$ cat config.mk
export PLATFORM = sky130hd
export DESIGN_NAME = smc_mode_ctl
export DESIGN_NICKNAME = d
export VERILOG_FILES = /design/src/verilog/smc_pkg.sv /design/src/verilog/smc_sync.sv /design/src/verilog/smc_mode_ctl.sv
export VERILOG_INCLUDE_DIRS = /design/src /design/src/verilog
export SDC_FILE = /design/constraint.sdc
export NUM_CORES = 1
export LEC_CHECK = 0
export BUFFER_PORTS_ARGS = -buffer_cell sky130_fd_sc_hd__buf_2
export CAP_MARGIN = 20
export CORE_MARGIN = 2
export CORE_UTILIZATION = 58
export CTS_CLUSTER_SIZE = 24
export DETAILED_ROUTE_END_ITERATION = 16
export PLACE_DENSITY = 0.88
export SYNTH_ARGS = -nofsm -noshare
export SYNTH_HDL_FRONTEND = slang
export SYNTH_SLANG_ARGS = --single-unit
$ cat constraint.sdc
create_clock -name clk -period 2.5 [get_ports clk]
set_clock_uncertainty 0.15 [all_clocks]
set_input_delay 0.125 -clock clk [delete_from_list [all_inputs] [get_ports clk]]
set_output_delay 0.125 -clock clk [all_outputs]
set_load 0.005 [all_outputs]
$ cat src/verilog/smc_map.svh
// constants of the operating-mode control register: frame layout,
// field positions, reset values and the frame length.
// assumes nothing; definitions only, included by bare name.
//
// Function
// - frame with lock bit set writes only the lock flag
// - warning bit armed means next reset drives fallback
// - any reset forces warning bit to one
// - reset sets output bit only if warning armed
// - output bit one pulls fallback pin low
// - aux pin high only when bit set, Normal
// - edge-rate bit picks 20 or 10.4 kbit/s
// - bias bit: pin drive or 16/64 ms sampling
// - share bit picks transistor current thresholds
// - frame: select, lock bit, twelve data bits
// - status shifted out while control shifted in
// - sample falling edge, shift rising, clock idles low
// - wake from Sleep rewrites mode field to 00
`ifndef SMC_MAP_SVH
`define SMC_MAP_SVH

// frame geometry
`define SMC_FRAME_BITS      16
`define SMC_CNT_W           5
`define SMC_SEL_HI          15
`define SMC_SEL_LO          13
`define SMC_REG_SELECT      3'h1
// field positions inside the frame
`define SMC_BIT_LOCK        12
`define SMC_MODE_HI         11
`define SMC_MODE_LO         10
`define SMC_BIT_WARN        9
`define SMC_BIT_FBOUT       8
`define SMC_BIT_AUX         7
`define SMC_BIT_SLOPE       6
`define SMC_BIT_BIAS        5
`define SMC_BIT_SHARE       4
`define SMC_RSVD_VALUE      4'h0
// reset values
`define SMC_RST_LOCK        1'h0
`define SMC_RST_MODE        2'h0
`define SMC_RST_WARN        1'h1
`define SMC_RST_FBOUT       1'h0
`define SMC_RST_AUX         1'h0
`define SMC_RST_SLOPE       1'h0
`define SMC_RST_BIAS        1'h0
`define SMC_RST_SHARE       1'h0
// mode field codes
`define SMC_MODE_STANDBY    2'h0
`define SMC_MODE_SLEEP      2'h1

`endif

$ cat src/verilog/smc_pkg.sv
// types of the operating-mode control register block.
// assumes smc_map.svh supplies widths.
`include "smc_map.svh"

package smc_pkg;

    // spi frame phase, one-hot
    typedef enum logic [1:0] {
        SMC_IDLE  = 2'b01,
        SMC_SHIFT = 2'b10
    } smc_phase_e;

    // whole state of the register block
    typedef struct packed {
        smc_phase_e                  phase;
        logic                        sck_d;
        logic [`SMC_FRAME_BITS-1:0]  rx;
        logic [`SMC_FRAME_BITS-1:0]  tx;
        logic [`SMC_CNT_W-1:0]       cnt;
        logic                        lock;
        logic [1:0]                  mode;
        logic                        warn;
        logic                        fbout;
        logic                        aux;
        logic                        slope;
        logic                        bias;
        logic                        share;
        logic                        sdo;
        logic                        sdo_oe;
        logic                        aux_pin;
        logic                        fb_oe;
        logic                        bias_oe;
        logic                        normal_req;
    } smc_state_s;

endpackage

$ cat src/verilog/smc_sync.sv
// two-flop synchroniser bank for pins from outside the clock domain.
// assumes inputs are asynchronous levels; output is the second flop.
`timescale 1ns/10ps

module smc_sync #(
    parameter int WIDTH    = 3,
    parameter logic [WIDTH-1:0] INIT = '0
) (
    // clock and reset
    input  wire logic             clk,
    input  wire logic             reset_n,
    // asynchronous in, synchronous out
    input  wire logic [WIDTH-1:0] async_in,
    output logic      [WIDTH-1:0] sync_out
);

    // refuse a bank with no bits when elaborated
    if (WIDTH < 1) begin : g_bad_width
        $error("smc_sync needs at least one bit");
    end

    // both flop stages of the bank as one state word
    typedef struct packed {
        logic [WIDTH-1:0] meta;   // first stage, may go metastable
        logic [WIDTH-1:0] sync;   // second stage, safe to read
    } smc_sync_s;

    smc_sync_s state_reg;         // registered stages
    smc_sync_s state_next;        // next value of the stages

    // first stage takes the pins; only the second stage reads it
    always_comb begin
        state_next.meta = async_in;
        state_next.sync = state_reg.meta;
    end

    // both stages reset to the idle level of the pins
    always_ff @(posedge clk or negedge reset_n) begin
        if (!reset_n) begin
            state_reg.meta <= INIT;
            state_reg.sync <= INIT;
        end else begin
            state_reg <= state_next;
        end
    end

    // output straight from the second stage
    assign sync_out = state_reg.sync;

endmodule

$ cat src/verilog/smc_mode_ctl.sv
// operating-mode control register with its serial port and pin drives.
// assumes spi pins arrive asynchronously and are oversampled by clk;
// sck must be slow enough that each level lasts several clk periods.
// mode state, wake events and system resets come from logic on clk.
`timescale 1ns/10ps
`include "smc_map.svh"

module smc_mode_ctl (
    // clock and reset
    input  wire logic        clk,
    input  wire logic        reset_n,
    // serial port pins
    input  wire logic        spi_cs_n,
    input  wire logic        spi_sck,
    input  wire logic        spi_sdi,
    output logic             spi_sdo,
    output logic             spi_sdo_oe,
    // device context, same clock
    input  wire logic        device_in_normal,
    input  wire logic        sys_reset_pulse,
    input  wire logic        wake_to_standby,
    input  wire logic [1:0]  wake_sample_sync,
    // pin drives
    output logic             aux_output_pin,
    output logic             fallback_pin_out,
    output logic             fallback_pin_oe,
    output logic             wake_bias_pin_out,
    output logic             wake_bias_pin_oe,
    // control levels to the analog side
    output logic [1:0]       operating_mode_select,
    output logic             normal_mode_request,
    output logic             bus_edge_rate_sel,
    output logic             wake_bias_sel,
    output logic             pass_transistor_share_sel,
    output logic             write_lock_flag
);
    import smc_pkg::*;

    // the bit counter must pass the frame length before it saturates,
    // otherwise an overlong frame could alias onto a good count
    if (((1 << `SMC_CNT_W) - 1) <= `SMC_FRAME_BITS) begin : g_bad_cnt
        $error("bit counter too narrow for the frame length");
    end

    // synchronised pin levels; chip select idles high
    logic       cs_n_s;
    logic       sck_s;
    logic       sdi_s;
    logic [2:0] pins_s;

    // state register and its next value
    smc_state_s state_reg;
    smc_state_s state_next;

    // edges of the oversampled serial clock
    logic sck_rise;
    logic sck_fall;

    // current register image as the host reads it
    logic [`SMC_FRAME_BITS-1:0] image;

    // frame commit decode
    logic frame_done;
    logic frame_ours;

    // all three spi pins cross into clk here
    // two flops of lag are harmless: each sck level spans several clk
    smc_sync #(
        .WIDTH (3),
        .INIT  (3'b100)
    ) u_sync (
        .clk      (clk),
        .reset_n  (reset_n),
        .async_in ({spi_cs_n, spi_sck, spi_sdi}),
        .sync_out (pins_s)
    );

    assign cs_n_s = pins_s[2];
    assign sck_s  = pins_s[1];
    assign sdi_s  = pins_s[0];

    // edge detect on the synchronised clock only
    // sck_d resets low to match the idle clock, so no false edge follows
    assign sck_rise = sck_s & ~state_reg.sck_d;
    assign sck_fall = ~sck_s & state_reg.sck_d;

    // read image: select bits fixed, reserved low nibble zero
    // the image is also the status word sent back in every frame
    always_comb begin
        image = '0;
        image[`SMC_SEL_HI:`SMC_SEL_LO]   = `SMC_REG_SELECT;
        image[`SMC_BIT_LOCK]             = state_reg.lock;
        image[`SMC_MODE_HI:`SMC_MODE_LO] = state_reg.mode;
        image[`SMC_BIT_WARN]             = state_reg.warn;
        image[`SMC_BIT_FBOUT]            = state_reg.fbout;
        image[`SMC_BIT_AUX]              = state_reg.aux;
        image[`SMC_BIT_SLOPE]            = state_reg.slope;
        image[`SMC_BIT_BIAS]             = state_reg.bias;
        image[`SMC_BIT_SHARE]            = state_reg.share;
        image[3:0]                       = `SMC_RSVD_VALUE;
    end

    // a frame counts only when exactly sixteen bits were sampled
    // a cut or overlong frame is dropped silently; the host must resend it
    assign frame_done = (state_reg.phase == SMC_SHIFT) && cs_n_s;
    assign frame_ours = (state_reg.cnt == `SMC_CNT_W'(`SMC_FRAME_BITS))
                        && (state_reg.rx[`SMC_SEL_HI:`SMC_SEL_LO] == `SMC_REG_SELECT);

    // next-state logic: serial engine, register updates, pin drives
    always_comb begin
        state_next       = state_reg;
        state_next.sck_d = sck_s;

        unique case (state_reg.phase)
            SMC_IDLE: begin
                // chip select low: capture status to send back
                if (!cs_n_s) begin
                    state_next.phase = SMC_SHIFT;
                    state_next.tx    = image;
                    state_next.cnt   = '0;
                    state_next.rx    = '0;
                end
            end
            SMC_SHIFT: begin
                if (cs_n_s) begin
                    state_next.phase = SMC_IDLE;
                end else begin
                    // rising edge presents the next status bit
                    if (sck_rise) begin
                        state_next.sdo = state_reg.tx[`SMC_FRAME_BITS-1];
                        state_next.tx  = {state_reg.tx[`SMC_FRAME_BITS-2:0], 1'b0};
                    end
                    // falling edge samples host data, msb first
                    if (sck_fall) begin
                        state_next.rx = {state_reg.rx[`SMC_FRAME_BITS-2:0], sdi_s};
                        // saturate so overlong frames stay rejected
                        if (state_reg.cnt != '1) begin
                            state_next.cnt = state_reg.cnt + `SMC_CNT_W'(1);
                        end
                    end
                end
            end
            // a stray phase code from an upset falls back to idle
            default: begin
                state_next.phase = SMC_IDLE;
            end
        endcase

        // commit a frame for this register at chip select release
        if (frame_done && frame_ours) begin
            state_next.lock = state_reg.rx[`SMC_BIT_LOCK];
            // a lock bit of one leaves every field but the lock flag untouched
            if (!state_reg.rx[`SMC_BIT_LOCK]) begin
                state_next.mode  = state_reg.rx[`SMC_MODE_HI:`SMC_MODE_LO];
                state_next.warn  = state_reg.rx[`SMC_BIT_WARN];
                state_next.fbout = state_reg.rx[`SMC_BIT_FBOUT];
                state_next.aux   = state_reg.rx[`SMC_BIT_AUX];
                state_next.slope = state_reg.rx[`SMC_BIT_SLOPE];
                state_next.bias  = state_reg.rx[`SMC_BIT_BIAS];
                state_next.share = state_reg.rx[`SMC_BIT_SHARE];
            end
        end

        // wake from sleep overrides the mode field of a write landing in the same cycle
        // limitation: the host sees this only by reading the register back
        if (wake_to_standby) begin
            state_next.mode = `SMC_MODE_STANDBY;
        end

        // system reset: arm warning, latch pending warning into output
        // the old warning is read from state_reg, so the order of these two lines does not matter
        if (sys_reset_pulse) begin
            state_next.fbout = state_reg.warn;
            state_next.warn  = `SMC_RST_WARN;
        end

        // pin drives from the fields about to be held
        // computed from next values so they move together with the fields
        state_next.sdo_oe     = (state_next.phase == SMC_SHIFT);
        state_next.aux_pin    = state_next.aux && device_in_normal;
        state_next.fb_oe      = state_next.fbout;
        // bias pin is driven only while no wake input samples by it
        state_next.bias_oe    = state_next.bias && (wake_sample_sync == 2'h0);
        state_next.normal_req = state_next.mode[1];
        if (state_next.phase == SMC_IDLE) begin
            state_next.sdo = 1'b0;
        end
    end

    // single state register
    // async reset loads constants only; unlisted fields start at zero
    always_ff @(posedge clk or negedge reset_n) begin
        if (!reset_n) begin
            state_reg            <= '0;
            state_reg.phase      <= SMC_IDLE;
            state_reg.lock       <= `SMC_RST_LOCK;
            state_reg.mode       <= `SMC_RST_MODE;
            state_reg.warn       <= `SMC_RST_WARN;
            state_reg.fbout      <= `SMC_RST_FBOUT;
            state_reg.aux        <= `SMC_RST_AUX;
            state_reg.slope      <= `SMC_RST_SLOPE;
            state_reg.bias       <= `SMC_RST_BIAS;
            state_reg.share      <= `SMC_RST_SHARE;
        end else begin
            state_reg <= state_next;
        end
    end

    // outputs straight from the state flops
    // fallback and bias pins only pull low: just the enable moves
    assign spi_sdo                   = state_reg.sdo;
    assign spi_sdo_oe                = state_reg.sdo_oe;
    assign aux_output_pin            = state_reg.aux_pin;
    assign fallback_pin_out          = 1'b0;                  // pin only ever pulled low
    assign fallback_pin_oe           = state_reg.fb_oe;
    assign wake_bias_pin_out         = 1'b0;
    assign wake_bias_pin_oe          = state_reg.bias_oe;
    assign operating_mode_select     = state_reg.mode;
    assign normal_mode_request       = state_reg.normal_req;
    assign bus_edge_rate_sel         = state_reg.slope;
    assign wake_bias_sel             = state_reg.bias;
    assign pass_transistor_share_sel = state_reg.share;
    assign write_lock_flag           = state_reg.lock;

endmodule

==> impl_metrics.py <==
metrics = {
    "outcome": {
        "status": "complete, no violations",
    },
    "critical_path": {
        "worst_path_max_delay_cell": "or3_1",
        "startpoint_type": "flip-flop",
        "rrSetupSlack_ns": 0.31,
        "path_class": "reg -> reg",
        "worstPathArrival_ns": 2.24,
        "cpPeakStageDelay_ns": 0.64,
        "worst-path-buf-inv": 1,
        "worstPathCellList": "inv_1, ha_1, or3_1, a32o_1",
        "required_ns": 2.55,
        "critPathMaxFanout": 16,
        "end_kind": "flip-flop",
        "crit_family": "simple AND/OR/NAND/NOR gates",
    },
    "grt": {
        "grt_pass1_vias": 1501,
        "grtUsageTotal_pct": 18.4,
        "grt-ovfl-total": 0,
        "grt_first_pass_wirelength_um": 7030,
        "antenna_found_initial": 0,
        "grt_max_degree": 33,
    },
    "floorplanning": {
        "die_area_mm2": 0.00480,
        "die_h_um": 69.3,
        "die_width_um": 69.3,
        "start_util_pct": 60.9,
        "rows": 23,
        "core_area_mm2": 0.00406,
        "io_pins": 24,
    },
    "placement": {
        "placed_area_mm2": 0.00260,
        "gp_congestion": 0.806,
        "place_hpwl_um": 2780,
        "io_buffers": 21,
    },
    "sta": {
        "rsz0062_at_grt": "false",
        "fin_crit_ns": 2.19,
        "timing_hold_violations_final": 0,
        "timing.final.crit_share_pct": 87.7,
        "worstMarginPinSlew_ns": 0.588,
        "fmax_mhz": 456,
        "setup_tns_ns": 0,
        "setup_violations": 0,
        "finalMaxSlewViolations": 0,
        "slew_headroom_pct": 60.8,
    },
    "finish": {
        "num_antenna_cells": 0,
        "fillCellCount": 292,
        "syn_to_final_growth_pct": 12.9,
        "postLayoutCellArea_mm2": 0.00279,
        "layout.nets": 235,
        "multiInputGateArea_um2": 978,
        "drive_gt1_share_pct": 25.9,
        "largest_reg_flops": 36,
        "mostFrequentLayoutCells": "dfrtp_1, buf_2, a32o_1, mux2_2",
        "seq_area_mm2": 0.00138,
        "final_common_cell": "dfrtp_1",
        "fin_util_pct": 68.7,
    },
    "clock_tree": {
        "clk_path_buf_depth": 2,
        "cts_sinks": 55,
        "cts_buffers": 5,
        "cts_tree": "done",
        "clk_pin_slew_ns": 0.09,
        "htree_levels": 2,
        "worstSkewPairLatency_ns": 0.31,
        "root_buffer": "clkbuf_8",
    },
    "route": {
        "drc": 0,
        "drtPass1Iterations": 4,
        "vias_per_cell": 5.82,
        "drt_iter0_markers": 88,
        "post_drt_wl_per_cell_um": 15.4,
        "finalWirelength_um": 4160,
        "vias": 1572,
        "drtAntennaViolNets": 0,
    },
    "run": {
        "drv_cap": 0,
    },
    "yosys": {
        "synth.top_cell.area_share_pct": 51.7,
        "syn_area_mm2": 0.00247,
        "yosys_warnings": 0,
        "synth.distinct_cells": 38,
        "avgSynthCellArea_um2": 13.0,
        "synth.largest_area_cell": "dfrtp_1",
        "yosysSeqAreaShare_pct": 55.9,
        "ys_seq_elements": 55,
        "netlist_instances": 190,
        "synthTopCellsByArea": "dfrtp_1, mux2_2, a32o_1",
    },
    "pwr": {
        "power.leakage_uw": 0.00130,
        "finalPower_uw": 2000,
        "ir_drop_v": 0.000557,
        "power.density_mw_per_mm2": 718,
    },
    "worst_hold_path": {
        "min_path_type": "in -> async",
    },
}
cell usage after synthesis (all sizes together):
| cell | number |
|---|---|
| and4bb | 1 |
| dfrtp | 51 |
| or3 | 1 |
| nor3b | 1 |
| buf | 10 |
| o2bb2ai | 2 |
| and2 | 1 |
| nor2b | 2 |
| dfstp | 4 |
| a21o | 1 |
| nand4b | 2 |
| a21oi | 1 |
| o21ai | 1 |
| nand3 | 1 |
| a31o | 1 |
| nor4b | 1 |
| mux2i | 11 |
| nand3b | 2 |
| inv | 9 |
| nor2 | 7 |
| nand2 | 9 |
| nor4bb | 1 |
| a211o | 1 |
| a22o | 1 |
| nor4 | 1 |
| clkbuf | 3 |
| mux2 | 23 |
| a32o | 19 |
| o21a | 1 |
| a221o | 1 |
| conb | 1 |
| and3 | 1 |
| ha | 6 |
| nand2b | 11 |
| a221oi | 1 |
final cells by class:
cell class | count | area share, %
Tap cell | 50 | 2.24
Clock buffer | 7 | 3.10
Timing Repair Buffer | 34 | 8.52
Sequential cell | 55 | 49.5
Inverter | 9 | 1.21
Multi-Input combinational cell | 114 | 35.1
Clock inverter | 1 | 0.314
cell families (layout without fill, tap and decap cells):
family | Yosys count | after routing | synth area share (%)
flip-flops | 55 | 55 | 55.9
AND/OR/NAND/NOR | 42 | 42 | 9.83
multiplexers | 34 | 34 | 14.9
AO/OA/AOI/OAI | 30 | 30 | 11.2
buffers and inverters | 22 | 51 | 4.86
adder cells (fa/ha/maj) | 6 | 6 | 3.04
other | 1 | 2 | 0.152
power breakdown:
group / total, µW / internal [µW] / switching [µW]
Combinational: 482 / 192 / 290
Sequential: 1020 / 966 / 49.2
Clock: 506 / 227 / 279
Total: 2000 / 1390 / 618
per-layer routing:
| metal | global-route usage, % | share of wire (%) |
|---|---|---|
| met3 | 5.23 | 3.8 |
| met1 | 26.1 | 49 |
| met2 | 27.8 | 46 |
| met4 | 5.88 | 0.91 |
| met5 | 0 | 0 |
per-stage QoR:
stage               hold slack [ns]  cells  setup WS, ns
global placement            -0.0254    253         0.390
finish                        0.165    270         0.308
detailed placement          -0.0255    253         0.361
floorplan                    -0.321    191         0.445
global route                  0.213    270         0.242
CTS                           0.185    270         0.322
path summary, 6_finish.rpt:
kind                                           start                  to  cells past startpoint
min in group clk                u_sync.state_next[0]  u_sync.sync_out[0]                      0
worst min register to register  u_sync.state_next[0]  u_sync.sync_out[0]                      0
worst min-delay path                         reset_n       state_reg[54]                      2
max in group asynchronous                    reset_n            image[9]                      3
worst max-delay path                   state_reg[53]       state_reg[46]                      4
worst max register to register         state_reg[53]       state_reg[46]                      4
what timing repair did:
item                                   in CTS  in global routing
setup buffers                               0                  0
endpoints found under the hold margin      31                  0
gates resized for setup                     0                  0
hold buffers                                9                  0
(Power assumes the default switching activity.)
